==> config.mk <==
export PLATFORM = sky130hd
export DESIGN_NAME = srld_decode
export DESIGN_NICKNAME = d
export VERILOG_FILES = /design/src/hdl/srld_pkg.sv /design/src/hdl/srld_tmr_if.sv /design/src/hdl/srld_cycle_timer.sv /design/src/hdl/srld_decode.sv
export SDC_FILE = /design/constraint.sdc
export NUM_CORES = 1
export LEC_CHECK = 0
export BUFFER_PORTS_ARGS = -buffer_cell sky130_fd_sc_hd__buf_2
export CAP_MARGIN = 20
export CORE_AREA = 10 10 73 75
export CTS_BUF_LIST = sky130_fd_sc_hd__clkbuf_2
export DETAILED_ROUTE_END_ITERATION = 10
export DIE_AREA = 0 0 83 85
export GPL_ROUTABILITY_DRIVEN = 0
export PLACE_DENSITY = 0.63
export SYNTH_ARGS = -nofsm -noshare
export SYNTH_HDL_FRONTEND = slang
export SYNTH_HIERARCHICAL = 1
export SYNTH_SLANG_ARGS = --single-unit
==> constraint.sdc <==
create_clock -name core_clk -period 1.25 [get_ports core_clk]
set_input_delay 0.0625 -clock core_clk [delete_from_list [all_inputs] [get_ports core_clk]]
set_output_delay 0.0625 -clock core_clk [all_outputs]
set_load 0.01 [all_outputs]
==> src/hdl/srld_pkg.sv <==
/*
 * Constants for the shift, rotate and conjunction decoder: opcode bytes,
 * field positions, operation codes and the core clock count of every form.
 * Assumes nothing of its surroundings; shared by the decoder and the cycle timer.
 */
package srld_pkg;

    // Opcode bytes and masks; size bit cleared in all but 0F, A5 and AD
    localparam logic [7:0] OP_SHIFT_BY_ONE   = 8'hD0;
    localparam logic [7:0] OP_SHIFT_BY_CREG  = 8'hD2;
    localparam logic [7:0] OP_SHIFT_BY_IMM   = 8'hC0;
    localparam logic [7:0] OP_TWO_BYTE       = 8'h0F;
    localparam logic [7:0] OP2_DBL_LEFT_IMM  = 8'hA4;
    localparam logic [7:0] OP2_DBL_LEFT_CREG = 8'hA5;
    localparam logic [7:0] OP2_DBL_RIGHT_IMM = 8'hAC;
    localparam logic [7:0] OP2_DBL_RIGHT_CRG = 8'hAD;
    localparam logic [7:0] OP_AND_REG_FORM   = 8'h20;
    localparam logic [7:0] OP_AND_REG_MASK   = 8'hFC;
    localparam logic [7:0] OP_IMM_GROUP      = 8'h80;
    localparam logic [7:0] OP_AND_ACC        = 8'h24;
    localparam logic [7:0] OP_UNARY_GROUP    = 8'hF6;
    localparam logic [7:0] OP_TEST_ACC       = 8'hA8;
    localparam logic [7:0] OP_SIZE_MASK      = 8'hFE;

    // Field positions
    localparam int unsigned SIZE_BIT = 0;
    localparam int unsigned DIR_BIT  = 1;
    localparam int unsigned MOD_HI   = 7;
    localparam int unsigned MOD_LO   = 6;
    localparam int unsigned SEL_HI   = 5;
    localparam int unsigned SEL_LO   = 3;

    localparam logic [1:0] MOD_REGISTER   = 2'h3;
    localparam logic [2:0] SEL_AND_IMM    = 3'h4;
    localparam logic [2:0] SEL_TEST_IMM   = 3'h0;

    // Operation-select field of the shift group
    localparam logic [2:0] SEL_ROTATE_LEFT          = 3'h0;
    localparam logic [2:0] SEL_ROTATE_RIGHT         = 3'h1;
    localparam logic [2:0] SEL_ROTATE_LEFT_CARRY    = 3'h2;
    localparam logic [2:0] SEL_ROTATE_RIGHT_CARRY   = 3'h3;
    localparam logic [2:0] SEL_SHIFT_LEFT           = 3'h4;
    localparam logic [2:0] SEL_LOGICAL_SHIFT_RIGHT  = 3'h5;

    typedef enum logic [3:0] {
        ALU_ROTATE_LEFT             = 4'h0,
        ALU_ROTATE_RIGHT            = 4'h1,
        ALU_ROTATE_LEFT_VIA_CARRY   = 4'h2,
        ALU_ROTATE_RIGHT_VIA_CARRY  = 4'h3,
        ALU_SHIFT_LEFT              = 4'h4,
        ALU_LOGICAL_SHIFT_RIGHT     = 4'h5,
        ALU_DOUBLE_WIDTH_LEFT_SHIFT = 4'h6,
        ALU_DOUBLE_WIDTH_RIGHT_SHIFT= 4'h7,
        ALU_AND                     = 4'h8,
        ALU_TEST                    = 4'h9,
        ALU_NONE                    = 4'hF
    } srld_alu_op_e;

    typedef enum logic [1:0] {
        CNT_NONE                = 2'h0,
        CNT_ONE                 = 2'h1,
        CNT_COUNT_BYTE_REGISTER = 2'h2,
        CNT_IMM8                = 2'h3
    } srld_count_src_e;

    // Clock counts, register operand / memory operand
    localparam logic [3:0] CLK_SHIFT_REG       = 4'h3;
    localparam logic [3:0] CLK_SHIFT_MEM       = 4'h7;
    localparam logic [3:0] CLK_CARRY_ROT_REG   = 4'h9;
    localparam logic [3:0] CLK_CARRY_ROT_MEM   = 4'hA;
    localparam logic [3:0] CLK_DBL_SHIFT_REG   = 4'h3;
    localparam logic [3:0] CLK_DBL_SHIFT_MEM   = 4'h7;
    localparam logic [3:0] CLK_AND_REG_REG     = 4'h2;
    localparam logic [3:0] CLK_AND_MEM_TO_REG  = 4'h6;
    localparam logic [3:0] CLK_AND_REG_TO_MEM  = 4'h7;
    localparam logic [3:0] CLK_AND_IMM_REG     = 4'h2;
    localparam logic [3:0] CLK_AND_IMM_MEM     = 4'h7;
    localparam logic [3:0] CLK_AND_ACC         = 4'h2;
    localparam logic [3:0] CLK_TEST_IMM_REG    = 4'h2;
    localparam logic [3:0] CLK_TEST_IMM_MEM    = 4'h5;
    localparam logic [3:0] CLK_TEST_ACC        = 4'h2;

    localparam logic [3:0] CYCLES_ONE          = 4'h1;
    localparam logic [3:0] CYCLES_ZERO         = 4'h0;

endpackage

==> src/hdl/srld_tmr_if.sv <==
/*
 * Link between the decoder and its cycle timer.
 * Assumes both ends run on the same core clock.
 */
`timescale 1ns/1ps
`default_nettype none

interface srld_tmr_if;
    logic       start;
    logic [3:0] cycles;
    logic       done;

    modport ctl (output start, output cycles, input done);
    modport tmr (input start, input cycles, output done);
endinterface

`default_nettype wire

==> src/hdl/srld_cycle_timer.sv <==
/*
 * Counts out the clocks an accepted instruction occupies and pulses done
 * in its last clock. Assumes start is a one-cycle pulse, cycles is at least
 * one, and no new start arrives before done.
 */
`timescale 1ns/1ps
`default_nettype none

module srld_cycle_timer (
    input  wire logic core_clk,
    input  wire logic rst,
    srld_tmr_if.tmr   tmr
);

    typedef struct packed {
        logic [3:0] count;
        logic       done;
    } srld_tmr_state_s;

    srld_tmr_state_s q;
    srld_tmr_state_s d;

    always_comb begin
        d      = q;
        d.done = 1'b0;
        if (tmr.start) begin
            d.count = tmr.cycles - srld_pkg::CYCLES_ONE;
            d.done  = (tmr.cycles == srld_pkg::CYCLES_ONE);
        end else if (q.count != srld_pkg::CYCLES_ZERO) begin
            d.count = q.count - srld_pkg::CYCLES_ONE;
            d.done  = (q.count == srld_pkg::CYCLES_ONE);
        end
    end

    always_ff @(posedge core_clk or posedge rst) begin
        if (rst) begin
            q <= '0;
        end else begin
            q <= d;
        end
    end

    assign tmr.done = q.done;

endmodule // srld_cycle_timer

`default_nettype wire

==> src/hdl/srld_decode.sv <==
/*
 * Decoder and sequencer for the shift/rotate, double-width shift,
 * conjunction and flag-only conjunction instructions. Takes the opcode
 * byte(s) and the operand specifier from the decode path, presents the
 * decoded control to the ALU and bus sequencer, and holds off the next
 * instruction until its clock count has elapsed.
 * Assumes the decode path drives all inputs from core_clk logic, supplies
 * the second opcode byte on instr_op1 for two-byte opcodes and the operand
 * specifier on instr_modrm, and handles flagged undefined opcodes itself.
 */
// Summary of operation
// RL1 - Select field picks rotate or shift kind
// RL2 - Count-register form: 3 or 7 clocks
// RL3 - Immediate count form: 3 or 7 clocks
// RL4 - Through-carry rotates: 9 or 10 clocks
// RL5 - Double left shift decode, 3 or 7
// RL6 - Double right shift decode, 3 or 7
// RL7 - Register-form conjunction, direction and size bits
// RL8 - Conjunction memory source 6, memory destination 7
// RL9 - Immediate conjunction group: 2 or 7 clocks
// RL10 - Accumulator immediate conjunction takes 2 clocks
// RL11 - Flag-only conjunction never writes a destination
// RL12 - Immediate flag-only conjunction: 2 or 5 clocks
// RL13 - Accumulator flag-only conjunction takes 2 clocks
// RL14 - Count-of-one form: 3 or 7 clocks
// RL15 - Register figure first, memory second; mode-independent
// RL16 - Double shifts fill from reg; 110/111 undefined
`timescale 1ns/1ps
`default_nettype none

module srld_decode (
    input  wire logic       core_clk,
    input  wire logic       rst,
    input  wire logic       instr_valid,
    input  wire logic [7:0] instr_op0,
    input  wire logic [7:0] instr_op1,
    input  wire logic [7:0] instr_modrm,
    output logic            instr_ready,
    output logic            dec_valid,
    output logic [3:0]      dec_alu_op,
    output logic [1:0]      dec_count_src,
    output logic            dec_wide,
    output logic            dec_dir,
    output logic            dec_mem,
    output logic            dec_write_dest,
    output logic            dec_imm_data,
    output logic            dec_fill_from_reg,
    output logic            dec_undefined,
    output logic            dec_foreign,
    output logic [3:0]      dec_clocks,
    output logic            exec_done
);

    typedef struct packed {
        logic       ready;
        logic       dec_valid;
        logic [3:0] alu_op;
        logic [1:0] count_src;
        logic       wide;
        logic       dir;
        logic       mem;
        logic       write_dest;
        logic       imm_data;
        logic       fill_from_reg;
        logic       undefined;
        logic       foreign;
        logic [3:0] clocks;
        logic       start;
    } srld_state_s;

    srld_state_s q;
    srld_state_s d;

    srld_tmr_if tmr_link ();

    srld_cycle_timer u_timer (
        .core_clk (core_clk),
        .rst      (rst),
        .tmr      (tmr_link.tmr)
    );

    logic       is_mem;
    logic [2:0] sel;
    logic [7:0] op0_base;

    assign is_mem   = (instr_modrm[srld_pkg::MOD_HI:srld_pkg::MOD_LO] != srld_pkg::MOD_REGISTER);
    assign sel      = instr_modrm[srld_pkg::SEL_HI:srld_pkg::SEL_LO];
    assign op0_base = instr_op0 & srld_pkg::OP_SIZE_MASK;

    always_comb begin
        d           = q;
        d.dec_valid = 1'b0;
        d.start     = 1'b0;

        if (!q.ready && tmr_link.done) begin
            d.ready = 1'b1;
        end

        if (q.ready && instr_valid) begin
            d.dec_valid     = 1'b1;
            d.alu_op        = srld_pkg::ALU_NONE;
            d.count_src     = srld_pkg::CNT_NONE;
            d.wide          = instr_op0[srld_pkg::SIZE_BIT];
            d.dir           = 1'b0;
            d.mem           = is_mem;
            d.write_dest    = 1'b1;
            d.imm_data      = 1'b0;
            d.fill_from_reg = 1'b0;
            d.undefined     = 1'b0;
            d.foreign       = 1'b0;
            d.clocks        = is_mem ? srld_pkg::CLK_SHIFT_MEM : srld_pkg::CLK_SHIFT_REG; // RL15

            if (op0_base == srld_pkg::OP_SHIFT_BY_ONE ||
                op0_base == srld_pkg::OP_SHIFT_BY_CREG ||
                op0_base == srld_pkg::OP_SHIFT_BY_IMM) begin
                if (op0_base == srld_pkg::OP_SHIFT_BY_ONE) begin
                    d.count_src = srld_pkg::CNT_ONE; // RL14
                end else if (op0_base == srld_pkg::OP_SHIFT_BY_CREG) begin
                    d.count_src = srld_pkg::CNT_COUNT_BYTE_REGISTER; // RL2
                end else begin
                    d.count_src = srld_pkg::CNT_IMM8; // RL3
                end
                unique case (sel)
                    srld_pkg::SEL_ROTATE_LEFT: begin
                        d.alu_op = srld_pkg::ALU_ROTATE_LEFT; // RL1
                    end
                    srld_pkg::SEL_ROTATE_RIGHT: begin
                        d.alu_op = srld_pkg::ALU_ROTATE_RIGHT; // RL1
                    end
                    srld_pkg::SEL_ROTATE_LEFT_CARRY: begin
                        d.alu_op = srld_pkg::ALU_ROTATE_LEFT_VIA_CARRY; // RL1
                    end
                    srld_pkg::SEL_ROTATE_RIGHT_CARRY: begin
                        d.alu_op = srld_pkg::ALU_ROTATE_RIGHT_VIA_CARRY; // RL1
                    end
                    srld_pkg::SEL_SHIFT_LEFT: begin
                        d.alu_op = srld_pkg::ALU_SHIFT_LEFT; // RL1
                    end
                    srld_pkg::SEL_LOGICAL_SHIFT_RIGHT: begin
                        d.alu_op = srld_pkg::ALU_LOGICAL_SHIFT_RIGHT; // RL1
                    end
                    default: begin
                        // Codes 110 and 111 go to the core's invalid-opcode path
                        d.undefined = 1'b1; // RL16
                    end
                endcase
                if (sel == srld_pkg::SEL_ROTATE_LEFT_CARRY ||
                    sel == srld_pkg::SEL_ROTATE_RIGHT_CARRY) begin
                    d.clocks = is_mem ? srld_pkg::CLK_CARRY_ROT_MEM
                                      : srld_pkg::CLK_CARRY_ROT_REG; // RL4
                end
            end else if (instr_op0 == srld_pkg::OP_TWO_BYTE &&
                         (instr_op1 == srld_pkg::OP2_DBL_LEFT_IMM ||
                          instr_op1 == srld_pkg::OP2_DBL_LEFT_CREG ||
                          instr_op1 == srld_pkg::OP2_DBL_RIGHT_IMM ||
                          instr_op1 == srld_pkg::OP2_DBL_RIGHT_CRG)) begin
                // Double shifts have no byte form
                d.wide          = 1'b1;
                d.fill_from_reg = 1'b1; // RL16
                d.clocks        = is_mem ? srld_pkg::CLK_DBL_SHIFT_MEM
                                         : srld_pkg::CLK_DBL_SHIFT_REG; // RL5
                if (instr_op1 == srld_pkg::OP2_DBL_LEFT_IMM ||
                    instr_op1 == srld_pkg::OP2_DBL_LEFT_CREG) begin
                    d.alu_op = srld_pkg::ALU_DOUBLE_WIDTH_LEFT_SHIFT; // RL5
                end else begin
                    d.alu_op = srld_pkg::ALU_DOUBLE_WIDTH_RIGHT_SHIFT; // RL6
                end
                d.count_src = instr_op1[0] ? srld_pkg::CNT_COUNT_BYTE_REGISTER
                                           : srld_pkg::CNT_IMM8; // RL6
            end else if ((instr_op0 & srld_pkg::OP_AND_REG_MASK) ==
                         srld_pkg::OP_AND_REG_FORM) begin
                d.alu_op = srld_pkg::ALU_AND; // RL7
                d.dir    = instr_op0[srld_pkg::DIR_BIT]; // RL7
                if (!is_mem) begin
                    d.clocks = srld_pkg::CLK_AND_REG_REG; // RL7
                end else if (instr_op0[srld_pkg::DIR_BIT]) begin
                    d.clocks = srld_pkg::CLK_AND_MEM_TO_REG; // RL8
                end else begin
                    d.clocks = srld_pkg::CLK_AND_REG_TO_MEM; // RL8
                end
            end else if (op0_base == srld_pkg::OP_IMM_GROUP &&
                         sel == srld_pkg::SEL_AND_IMM) begin
                d.alu_op   = srld_pkg::ALU_AND; // RL9
                d.imm_data = 1'b1;
                d.clocks   = is_mem ? srld_pkg::CLK_AND_IMM_MEM
                                    : srld_pkg::CLK_AND_IMM_REG; // RL9
            end else if (op0_base == srld_pkg::OP_AND_ACC) begin
                d.alu_op   = srld_pkg::ALU_AND;
                d.imm_data = 1'b1;
                d.mem      = 1'b0;
                d.clocks   = srld_pkg::CLK_AND_ACC; // RL10
            end else if (op0_base == srld_pkg::OP_UNARY_GROUP &&
                         sel == srld_pkg::SEL_TEST_IMM) begin
                d.alu_op     = srld_pkg::ALU_TEST;
                d.imm_data   = 1'b1;
                d.write_dest = 1'b0; // RL11
                d.clocks     = is_mem ? srld_pkg::CLK_TEST_IMM_MEM
                                      : srld_pkg::CLK_TEST_IMM_REG; // RL12
            end else if (op0_base == srld_pkg::OP_TEST_ACC) begin
                d.alu_op     = srld_pkg::ALU_TEST;
                d.imm_data   = 1'b1;
                d.mem        = 1'b0;
                d.write_dest = 1'b0; // RL11
                d.clocks     = srld_pkg::CLK_TEST_ACC; // RL13
            end else begin
                // Not an instruction of this group; another decoder owns it
                d.foreign = 1'b1;
            end

            if (d.undefined || d.foreign) begin
                d.write_dest = 1'b0;
                d.clocks     = srld_pkg::CYCLES_ZERO;
            end else begin
                // Busy until the timer has counted the whole clock figure
                d.ready = 1'b0;
                d.start = 1'b1;
            end
        end
    end

    always_ff @(posedge core_clk or posedge rst) begin
        if (rst) begin
            q           <= '0;
            q.ready     <= 1'b1;
            q.alu_op    <= srld_pkg::ALU_NONE;
        end else begin
            q <= d;
        end
    end

    assign tmr_link.start  = q.start;
    assign tmr_link.cycles = q.clocks;

    assign instr_ready       = q.ready;
    assign dec_valid         = q.dec_valid;
    assign dec_alu_op        = q.alu_op;
    assign dec_count_src     = q.count_src;
    assign dec_wide          = q.wide;
    assign dec_dir           = q.dir;
    assign dec_mem           = q.mem;
    assign dec_write_dest    = q.write_dest;
    assign dec_imm_data      = q.imm_data;
    assign dec_fill_from_reg = q.fill_from_reg;
    assign dec_undefined     = q.undefined;
    assign dec_foreign       = q.foreign;
    assign dec_clocks        = q.clocks;
    assign exec_done         = tmr_link.done;

endmodule // srld_decode

`default_nettype wire

==> summary.md, run 1 <==
| Metric | Value |
|---|---|
| Status | finished with violations |
| Failing checks | setup timing |
| Final WL | between 3 and 4 mm |
| Final core occ | 52.2% |
| Final TNS setup | -0.129 ns |
| Worst path required time | around 1.5 ns |
| DRT iter0 DRCs | 36 |
| Pwr dens | between 1000 and 1500 nW/um^2 |
| # rows | 23 |
| Aggregate global routing overflow | 0 |
| GRT Total Usage | between 10% and 20% |
| Worst-Margin Slew | ~0.32 ns |
| Synth unique cells | 47 |
| Ys flop type | dfrtp_1 |
| Most frequent cells in the layout | 43 x buf_2, 30 x buf_4, 24 x nand2_1, 21 x dfrtp_1, 13 x nor2_1 |
| Slowest library cell on the worst path | dfstp_2 |
| CTS tree | done |
| Chip Height | approximately 85 um |
| Most common cell after layout, fill and taps aside | buf_2 |
| Flop pwr share | around 50% |
| Unrepaired setup endpoints after global routing | yes |
| Drt via density | 4.93 |
| Compound-Gate Fraction of Synth Area | between 10% and 20% |
| Drc violations | 0 |
| Area Growth Syn to Fin | 43.6% |
| Die X | around 83 um |
| Num CTS Buffers | 3 |
| Core Region | a little under 4000 um^2 |
| H-tree depth | 1 |
| Net Sw Power | 0.707 mW |
| Largest net degree at the start of global routing | 22 |
| Slowest stage delay, CP | ~0.60 ns |
| Number of synthesized flops with an enable pin | 0 |
| Clk slew on worst S/H paths | ~0.26 ns |
| Synth area leader | dfrtp_1 |
| Die area | just over 7000 um^2 |
| Worst-skew pair later-pin latency | 0.35 ns |
| Post-layout min period | 1.30 ns |
| Largest delay share family, worst path | flip-flops |
| Max VDD drop | approximately 0.41 mV |
| Largest family of logic cells by synthesized area | simple AND/OR/NAND/NOR gates |
| Syn avg cell area | 9.61 um^2 |
| Setup Skew | about 0.028 ns |
| Synth warnings | 6 |
| Leakage power | about 1.0 nW |
| Final WS setup | -0.0483 ns |
| Setup violations, final | 5 |
| Final HPWL DP | 3.11 mm |
| Mux share of post-synthesis cell area | 2.29% |
| PortBufs | 44 |
| Share of synthesized flip-flops with an asynchronous set or reset | between 90% and 100% |
| Initial Utilization | 36.3% |
| Clk buf depth | 2 |
| Startpoint types | flip-flop |
| Proportion of layout cells with a drive suffix above 1 | between 40% and 50% |
| Vias | approximately 1,400 |
| Nets@finish | around 260 |
| Root buf cell | clkbuf_2 |
| Critical path cell sequence | nand2_4 -> a31oi_4 -> o31a_1 -> a32o_1 |
| Combinational power share | roughly 36% |
| Maximum fanout along the worst path | 5 |
| Initial antenna violation count | 0 |
| Worst hold path type | in2reg |
| DRT antenna net count | 0 |
| Top cell type's share of synthesized area | 36.9% |
| First-pass GRT wire length | roughly 6.5 mm |
| Final hold viol count | 0 |
| Int Power | approximately 1.4 mW |
| # fillers | 391 |
| Pre-CTS WS | -0.190 ns |
| Routed len/inst | 14.0 um |
| Ant. Diodes | 0 |
| Relative slew slack | about four fifths |
| Post-synthesis adder-cell area fraction | 1.76% |
| Max cap viols | 0 |
| Clk sink count | 26 |
| Yosys reg bits | 26 |
| Power share of the clock group | between 10% and 20% |
| Sw Share | about a third |
| Gate Count Post-Synth | between 100 and 150 |
| Setup CP Type | reg2reg |
| Fmax | a little under 800 MHz |
| Final Slew Violations | 0 |
| Crit share post-route | 104% |
| Synth area leaders | dfrtp_1 37%, dfstp_2 9.2%, nand2_1 6.6% |
| Mapped cell area | 1420 um^2 |
| Worst path bufs/invs | 0 |
| Post-Synth Simple-Gate Area | a little under 30% |
| Vias in the first global route | about 1,400 |
| Crit. End Element | flip-flop |
| Synthesized net count | between 150 and 200 |
| Sequential-to-total area share from yosys stat | 46.2% |
| Boundary Pins | 48 |
| Arrival time worst endpoint | 1.58 ns |
| Synth Area in XOR/XNOR | between 1 and 1.5% |
| DR pass1 iterations | 4 |
power by group through the flow:
stage	clock network, mW	logic, mW	registers, mW
6_report	0.312	0.770	1.06
5_1_grt	0.339	0.851	1.08
4_1_cts	0.322	0.707	1.07
3_5_place_dp	0	0.663	1.08
3_3_place_gp	0	0.658	1.07
2_1_floorplan	0	0.297	1.11
cells in the mapped netlist (2+ instances only):
cell,number
nand2_1,25
dfstp_2,5
nand3_1,4
o21a_1,3
a21oi_1,6
nand4_1,5
a22o_1,2
nor4bb_1,2
a32o_1,2
a31oi_2,2
nor2_1,13
nor3_1,4
clkbuf_1,3
mux2_2,2
o21ai_0,11
inv_1,6
dfrtp_1,21
ha_1,2
xnor2_1,2
stage by stage:
stage / instances / total power, mW / cell area (um^2) / hold slack, ns
floorplan: 148 / 1.41 / 1440 / -0.159
global placement: 266 / 1.73 / 1910 / -0.0235
detailed placement: 266 / 1.74 / 1910 / -0.0135
CTS: 276 / 2.10 / 1990 / 0.0272
global route: 277 / 2.27 / 2040 / 0.0763
finish: 277 / 2.14 / 2040 / 0.0312
per-layer routing:
layer / GRT usage [%] / wire, um / share of wire, %
met1: 12.8 / 1850 / 48
met2: 18.2 / 1780 / 46
met3: 2.39 / 218 / 5.6
met4: 3.25 / 38 / 0.98
met5: 0 / 0 / 0
cell families (layout without fill, tap and decap cells):
group	count (synthesis)	after routing
compound gates	34	34
xor+xnor	2	2
fa+ha+maj	2	2
buf+inv	10	89
flops	26	26
mux	3	3
simple gates	71	71
timing repair:
action                                  4_1_cts  5_1_grt
buffers inserted                              3        1
hold buffers                                  3        0
endpoints found under the setup margin        7       13
hold endpoints to repair                     28        0
resized for setup                             3        7
pin swaps                                     3        1
path summary, 6_finish.rpt:
path                            cells past startpoint  slack (ns)                      endpoint                          from
worst max-delay path                                4       -0.05     dec_clocks[2]$_DFFE_PP0P_         instr_ready$_DFF_PP1_
min in group asynchronous                           3        0.15    u_timer/tmr.done$_DFF_PP0_                           rst
worst max register to register                      4       -0.05     dec_clocks[2]$_DFFE_PP0P_         instr_ready$_DFF_PP1_
max in group asynchronous                           4        0.70         instr_ready$_DFF_PP1_                           rst
worst min register to register                      2        0.50  dec_count_src[0]$_DFFE_PP0P_  dec_count_src[0]$_DFFE_PP0P_
worst min-delay path                                4        0.03     dec_alu_op[0]$_DFFE_PP1P_                  instr_op1[3]
worst reg2reg max path, cell delays in order (launching register included):
cell,delay [ns]
dfstp_2,0.60
nand2_4,0.08
a31oi_4,0.15
o31a_1,0.25
a32o_1,0.18
cell type report:
type                       count  area [um^2]  share of cell area [%]
multi-input combinational    112          778                    38.1
sequential                    26          657                    32.1
clock buffer                   3         15.0                   0.735
clock inverter                 1         3.75                   0.184
tap                           50         62.6                    3.06
timing repair buffer          79          504                    24.7
inverter                       6         22.5                    1.10
Note: power is estimated with default switching activity, not from simulation.
==> run 2: changes to the inputs <==
Settings changed: ABC_AREA set to 1, CORE_AREA 10 10 73 75 to 10 10 76 78, DIE_AREA 0 0 83 85 to 0 0 86 88.
==> run 2 against run 1 <==
- the run now ends clean
- global-route usage increased by 0.17 points
- routed wire length increased by 4.4%
- power increased by 8.6%
- critical path depth decreased by 2
- flip-flop and latch count unchanged
- setup slack improved by 0.093 ns
- sequential power increased by 4%
- sequential share of layout area decreased by 0.31 points
- largest cell class unchanged
- largest power group unchanged
- highest routed layer unchanged
==> summary.md, run 2 <==
| Metric | Value |
|---|---|
| Status | complete, no violations |
| PortBufs | 44 (unchanged) |
| Leakage power | 1.13 nW (+9.7%) |
| Share of synthesized flip-flops with an asynchronous set or reset | 100% (unchanged) |
| Final WL | 4.05 mm (+4.4%) |
| Final HPWL DP | 3.30 mm (+6.3%) |
| Routed len/inst | 12.2 um (-13%) |
| Critical R2R Launch | instr_ready$_DFF_PP1_ |
| Startpoint types | flip-flop |
| Final WS setup | 0.0447 ns (+0.0930 ns) |
| Drc violations | 0 (unchanged) |
| DR pass1 iterations | 4 (unchanged) |
| Crit-path most repeated cell | buf_6 |
| GRT Total Usage | 10.7% (+0.17 points) |
| Boundary Pins | 48 (unchanged) |
| RR Endpoint | dec_count_src[0]$_DFFE_PP0P_ |
| Synth warnings | 6 (unchanged) |
| Worst hold path type | in2reg |
| Area Growth Syn to Fin | 31.2% |
| Pre-CTS WS | -0.00269 ns (+0.188 ns) |
| Worst-skew pair later-pin latency | 0.34 ns (about the same) |
| Vias in the first global route | 1,582 (+14%) |
| CTS tree | done |
| Crit share post-route | 96.4% (-7.4 points) |
| DRT iter0 DRCs | 70 (+94%) |
| Worst-Margin Slew | 0.265 ns (-0.0516 ns) |
| Synth unique cells | 30 (-36%) |
| First-pass GRT wire length | 6.84 mm (+6.0%) |
| Chip Height | 88 um (+3.5%) |
| Power Total | 2.33 mW (+8.6%) |
| Aggregate global routing overflow | 0 (unchanged) |
| Final Slew Violations | 0 (unchanged) |
| Setup slack, reg-to-reg | 0.06 ns (+0.11 ns) |
| Slowest stage delay, CP | 0.61 ns (about the same) |
| Final non-filler cell total | 332 (+20%) |
| Sw Share | 37.3% (+4.3 points) |
| Setup crit start | instr_ready$_DFF_PP1_ |
| Number of synthesized flops with an enable pin | 0 (unchanged) |
| Num CTS Buffers | 3 (unchanged) |
| H-tree depth | 1 (unchanged) |
| Synth area leaders | dfrtp_1 33%, nand2_1 14%, dfstp_2 8.4% |
| Placed instance count | 321 (+21%) |
| Sequential-to-total area share from yosys stat | 41.8% (-4.4 points) |
| Setup Skew | 0.00464 ns (-0.0234 ns) |
| Setup violations, final | 0 (-5) |
| Maximum fanout along the worst path | 2 (-3) |
| Setup CP Type | reg2out |
| Unrepaired setup endpoints after global routing | yes |
| Clk slew on worst S/H paths | 0.24 ns (-0.02 ns) |
| Mapped cell area | 1570 um^2 (+11%) |
| Max VDD drop | 0.433 mV (+5.5%) |
| Final core occ | 48.0% (-4.2 points) |
| Arrival time worst endpoint | 1.14 ns (-0.44 ns) |
| Synthesized net count | 247 (+40%) |
| Final TNS setup | 0 ns (+0.129 ns) |
| DRT antenna net count | 0 (unchanged) |
| Proportion of layout cells with a drive suffix above 1 | 31.8% (-12 points) |
| Clk buf depth | 2 (unchanged) |
| Combinational power share | 39.1% (+3.2 points) |
| Initial antenna violation count | 0 (unchanged) |
| Drt via density | 4.80 (-2.5%) |
| Fmax | 830 MHz (+7.7%) |
| Hold Startpoint | instr_modrm[4] |
| Top cell type's share of synthesized area | 33.4% (-3.5 points) |
| Design area | 2060 um^2 (+0.98%) |
| Most frequent cell after synthesis | nand2_1 |
| Crit. End Element | primary output |
| Relative slew slack | 82.2% (+3.4 points) |
| Worst path required time | 1.19 ns (-0.34 ns) |
| Largest net degree at the start of global routing | 22 (unchanged) |
| Root buf cell | clkbuf_2 |
| Max cap viols | 0 (unchanged) |
| Yosys reg bits | 26 (unchanged) |
| Clk sink count | 26 (unchanged) |
| Synth area leader | dfrtp_1 |
| Critical path cell sequence | buf_6 -> buf_6 |
| Vias | 1,595 (+17%) |
| Core Region | 4290 um^2 (+9.7%) |
| Synth top cells by count | 58 x nand2_1, 35 x nor2_1, 29 x inv_1 |
| Ys flop type | dfrtp_1 |
| Cell Area, Placed | 1920 um^2 (+0.85%) |
| Nets@finish | 310 (+21%) |
| Most frequent cells in the layout | 57 x nand2_1, 43 x buf_2, 35 x nor2_1, 28 x inv_1, 21 x dfrtp_1 |
| Setup crit end | instr_ready |
| Hold_ws | 0.0242 ns (-0.00700 ns) |
| Power share of the clock group | 13.7% (-0.9 points) |
| Initial Utilization | 36.6% (+0.28 points) |
| # rows | 24 (+4.3%) |
| Post-layout min period | 1.21 ns (-0.0930 ns) |
| Int Power | 1.46 mW (+1.6%) |
| Syn avg cell area | 7.21 um^2 (-25%) |
| Net Sw Power | 0.867 mW (+23%) |
| Ant. Diodes | 0 (unchanged) |
| Slowest library cell on the worst path | dfstp_2 |
| Worst r2r path cells | 5 (+1) |
| Die X | 86 um (+3.6%) |
| Pwr dens | 1130 nW/um^2 (+7.5%) |
| Die area | 7570 um^2 (+7.3%) |
| Final hold viol count | 0 (unchanged) |
| Gate Count Post-Synth | 218 (+47%) |
| Most common cell after layout, fill and taps aside | nand2_1 |
| Flop pwr share | 47.2% (-2.3 points) |
run 2: worst min path at each step:
stage	to	slack (ns)	cells after the start
6_report	dec_alu_op[1]$_DFFE_PP1P_	0.02	5
5_1_grt	dec_alu_op[1]$_DFFE_PP1P_	0.02	5
4_1_cts	dec_alu_op[1]$_DFFE_PP1P_	0.008	5
3_5_place_dp	u_timer/q[1]$_DFFE_PP0P_	-0.02	2
3_3_place_gp	u_timer/tmr.done$_DFF_PP0_	-0.02	2
2_1_floorplan	u_timer/q[1]$_DFFE_PP0P_	-0.16	1
run 2: repair_timing:
item	in CTS	in global routing
hold buffers	6	0
buffers inserted	0	1
endpoints found under the hold margin	32	0
gates resized for setup	2	13
endpoints found under the setup margin	4	8
pin swaps	0	2
run 2: power by group through the flow:
stage	sequential (mW)	combinational, mW	clock (mW)
after floorplan	1.15	0.457	0
after global placement	1.11	0.819	0
after detailed placement	1.11	0.834	0
after CTS	1.10	0.867	0.342
after global routing	1.12	1.05	0.381
final	1.10	0.910	0.319
run 2: layout make-up:
| type | count | area [um^2] |
|---|---|---|
| fill | 466 | 2230 |
| multi-input combinational | 157 | 816 |
| clock inverter | 1 | 3.75 |
| tap | 52 | 65.1 |
| inverter | 33 | 131 |
| timing repair buffer | 60 | 375 |
| sequential | 26 | 657 |
| clock buffer | 3 | 15.0 |
run 2: per-layer routing:
| layer | share of wire, % | GRT usage (%) |
|---|---|---|
| met1 | 46 | 12.8 |
| met2 | 46 | 17.9 |
| met3 | 6.0 | 3.53 |
| met4 | 1.6 | 3.14 |
| met5 | 0 | 0 |
run 2: worst max-delay path, delay by kind of cell (launching register included):
kind / cells / cell delay (ns)
flops: 1 / 0.61
buf+inv: 2 / 0.19
run 2: logic make-up after synthesis:
family,count (synthesis),synth area share (%)
xor gates and xnor gates,1,0.557
AOI/OAI and AO/OA,20,7.32
and+or+nand+nor,134,40.3
DFF,26,41.8
buffers and inverters,35,8.43
adders and majority gates,2,1.59
==> run 3: changes to the inputs <==
Settings changed: SYNTH_HIERARCHICAL 1 to not set, TNS_END_PERCENT set to 10.
==> run 3 against run 2 <==
- design area down 2.7%
- synthesized cell count down 1.4%
- flip-flop and latch count unchanged
- clock-buffer cell count unchanged
- power up 6.0%
- die area unchanged
- clock power up 64%
- worst hold slack worse by 0.00069 ns
- critical path depth up 4
- largest cell class unchanged
- largest power group unchanged
==> summary.md, run 3 <==
| Metric | Value |
|---|---|
| Status | complete, no violations |
| Hold_ws | 0.0235 ns (-0.000687 ns) |
| Sequential-to-total area share from yosys stat | 41.0% (-0.78 points) |
| Syn avg cell area | 7.45 um^2 (+3.3%) |
| Maximum fanout along the worst path | 8 (+6) |
| Relative slew slack | 68.5% (-14 points) |
| CTS tree | done |
| Ant. Diodes | 0 (unchanged) |
| Power Total | 2.47 mW (+6.0%) |
| Most frequent cells in the layout | 52 x nand2_1, 44 x buf_2, 31 x nor2_1, 23 x inv_1, 21 x dfrtp_1 |
| Final non-filler cell total | 321 (-3.3%) |
| # rows | 24 (unchanged) |
| Chip Height | 88 um (unchanged) |
| Combinational power share | 33.5% (-5.6 points) |
| Setup violations, final | 0 (unchanged) |
| Drc violations | 0 (unchanged) |
| Final TNS setup | 0 ns (unchanged) |
| Proportion of layout cells with a drive suffix above 1 | 34.2% (+2.4 points) |
| H-tree depth | 1 (unchanged) |
| Synth area leader | dfrtp_1 |
| Leakage power | 1.11 nW (-1.6%) |
| Fmax | 840 MHz (+1.2%) |
| PortBufs | 44 (unchanged) |
| Nets@finish | 299 (-3.5%) |
| Crit share post-route | 95.3% (-1.1 points) |
| Clk buf depth | 2 (unchanged) |
| Initial antenna violation count | 0 (unchanged) |
| Crit. End Element | flip-flop |
| Number of synthesized flops with an enable pin | 0 (unchanged) |
| Ys flop type | dfrtp_1 |
| Post-layout min period | 1.19 ns (-0.0144 ns) |
| Aggregate global routing overflow | 0 (unchanged) |
| Mapped cell area | 1600 um^2 (+1.9%) |
| Die X | 86 um (unchanged) |
| Net Sw Power | 0.843 mW (-2.8%) |
| Synthesized net count | 244 (-1.2%) |
| Worst-skew pair later-pin latency | 0.36 ns (+0.02 ns) |
| DRT antenna net count | 0 (unchanged) |
| Unrepaired setup endpoints after global routing | yes |
| Initial Utilization | 37.3% (+0.70 points) |
| Placed instance count | 313 (-2.5%) |
| Die area | 7570 um^2 (unchanged) |
| Area Growth Syn to Fin | 25.3% |
| Drt via density | 4.70 (-2.1%) |
| Power share of the clock group | 21.2% (+7.5 points) |
| Setup CP Type | reg2reg |
| Critical path cell sequence | nand2_4 -> inv_6 -> buf_6 -> nor2_1 -> o21bai_2 -> inv_1 |
| Pwr dens | 1230 nW/um^2 (+8.9%) |
| Synth warnings | 0 (-6) |
| DR pass1 iterations | 5 (+1) |
| Num CTS Buffers | 3 (unchanged) |
| Clk sink count | 26 (unchanged) |
| Cell Area, Placed | 1900 um^2 (-1.2%) |
| Worst hold path type | in2reg |
| Largest net degree at the start of global routing | 27 (+23%) |
| Share of synthesized flip-flops with an asynchronous set or reset | 100% (unchanged) |
| Worst-Margin Slew | 0.468 ns (+0.203 ns) |
| Root buf cell | clkbuf_2 |
| Final Slew Violations | 0 (unchanged) |
| Synth area leaders | dfrtp_1 33%, nand2_1 12%, dfstp_2 8.2% |
| Worst path required time | 1.56 ns (+0.37 ns) |
| Clk slew on worst S/H paths | 0.25 ns (about the same) |
| Startpoint types | flip-flop |
| GRT Total Usage | 10.6% (-0.096 points) |
| Most frequent cell after synthesis | nand2_1 |
| Core Region | 4290 um^2 (unchanged) |
| Vias in the first global route | 1,430 (-9.6%) |
| Synth top cells by count | 53 x nand2_1, 31 x nor2_1, 24 x inv_1 |
| Boundary Pins | 48 (unchanged) |
| Slowest library cell on the worst path | dfstp_2 |
| Int Power | 1.62 mW (+11%) |
| Max VDD drop | 0.415 mV (-4.2%) |
| Max cap viols | 0 (unchanged) |
| Largest delay share family, worst path | flip-flops |
| Flop pwr share | 45.3% (-1.9 points) |
| Most common cell after layout, fill and taps aside | nand2_1 |
| First-pass GRT wire length | 6.65 mm (-2.7%) |
| Top cell type's share of synthesized area | 32.8% (-0.63 points) |
| DRT iter0 DRCs | 87 (+24%) |
| Slowest stage delay, CP | 0.62 ns (about the same) |
| Yosys reg bits | 26 (unchanged) |
| Sw Share | 34.2% (-3.1 points) |
| Vias | 1,509 (-5.4%) |
| Design area | 2010 um^2 (-2.7%) |
| Final HPWL DP | 3.29 mm (-0.29%) |
| Arrival time worst endpoint | 1.50 ns (+0.36 ns) |
| Final WL | 4.02 mm (-0.72%) |
| Gate Count Post-Synth | 215 (-1.4%) |
| Worst path bufs/invs | 3 (+1) |
| Synth unique cells | 32 (+6.7%) |
| Final hold viol count | 0 (unchanged) |
| Routed len/inst | 12.5 um (+2.7%) |
| Setup Skew | 0.0237 ns (+0.0191 ns) |
[run 3: worst paths after layout]
check                                         startpoint                            to  slack [ns]  cells after the start
worst max-delay path               instr_ready$_DFF_PP1_     dec_alu_op[0]$_DFFE_PP1P_        0.06                      6
worst min-delay path                        instr_op1[0]  dec_count_src[0]$_DFFE_PP0P_        0.02                      4
worst max register to register     instr_ready$_DFF_PP1_     dec_alu_op[0]$_DFFE_PP1P_        0.06                      6
worst min register to register  tmr_link.start$_DFF_PP0_      u_timer.q[2]$_DFFE_PP0P_        0.50                      1
max in group asynchronous                            rst     dec_alu_op[0]$_DFFE_PP1P_        0.68                      4
min in group asynchronous                            rst       dec_foreign$_DFFE_PP0P_        0.25                      4
[run 3: power by group through the flow]
stage                     Clock, mW  Combinational [mW]  Sequential, mW
after floorplan                   0               0.465            1.17
after global placement            0               0.791            1.13
after detailed placement          0               0.808            1.13
after CTS                     0.532               0.825            1.11
after global routing          0.573               0.953            1.14
final                         0.523               0.826            1.12
[run 3: area by class of cell]
cell class | instances | area, um^2
Multi-Input combinational cell | 154 | 815
Clock buffer | 3 | 15.0
Fill cell | 440 | 2290
Inverter | 32 | 125
Sequential cell | 26 | 657
Timing Repair Buffer | 53 | 302
Tap cell | 52 | 65.1
Clock inverter | 1 | 30.0
[run 3: cells by family (layout without fill, tap and decap cells)]
group | after synthesis | in the layout | share of synthesized area, %
adders and majority gates | 2 | 2 | 1.56
and+or+nand+nor | 120 | 120 | 35.2
DFF | 26 | 26 | 41.0
AOI/OAI and AO/OA | 29 | 29 | 11.5
xor gates and xnor gates | 3 | 3 | 1.64
buffers and inverters | 35 | 89 | 9.13
[run 3: per-layer routing]
metal | vias to the layer above | GRT usage, % | wire length (um)
met5 | - | 0 | 0
met4 | 0 | 4.04 | 55
met3 | 4 | 2.14 | 220
met2 | 42 | 17.8 | 1990
met1 | 675 | 13.2 | 1760
li1 | 788 | - | -
[run 3: what timing repair did]
action                                  CTS  global route
setup buffers                             0             0
endpoints found under the hold margin    26             1
pin swaps                                 0             1
gates resized for setup                   1             8
hold buffers                              3             1
endpoints found under the setup margin    2             8
[run 3: tightest hold or removal path, cell delays in order]
cell     delay, ns
buf_2         0.08
nor2_1        0.03
o21ai_0       0.14
nand2_1       0.05
[run 3: metrics by stage]
stage                     setup WS (ns)  utilization, %
after CTS                       0.00868            46.1
after global placement           0.0855            44.3
after detailed placement         0.0691            44.3
final                            0.0591            46.8
after global routing           -0.00816            46.8
after floorplan                  0.0354               -
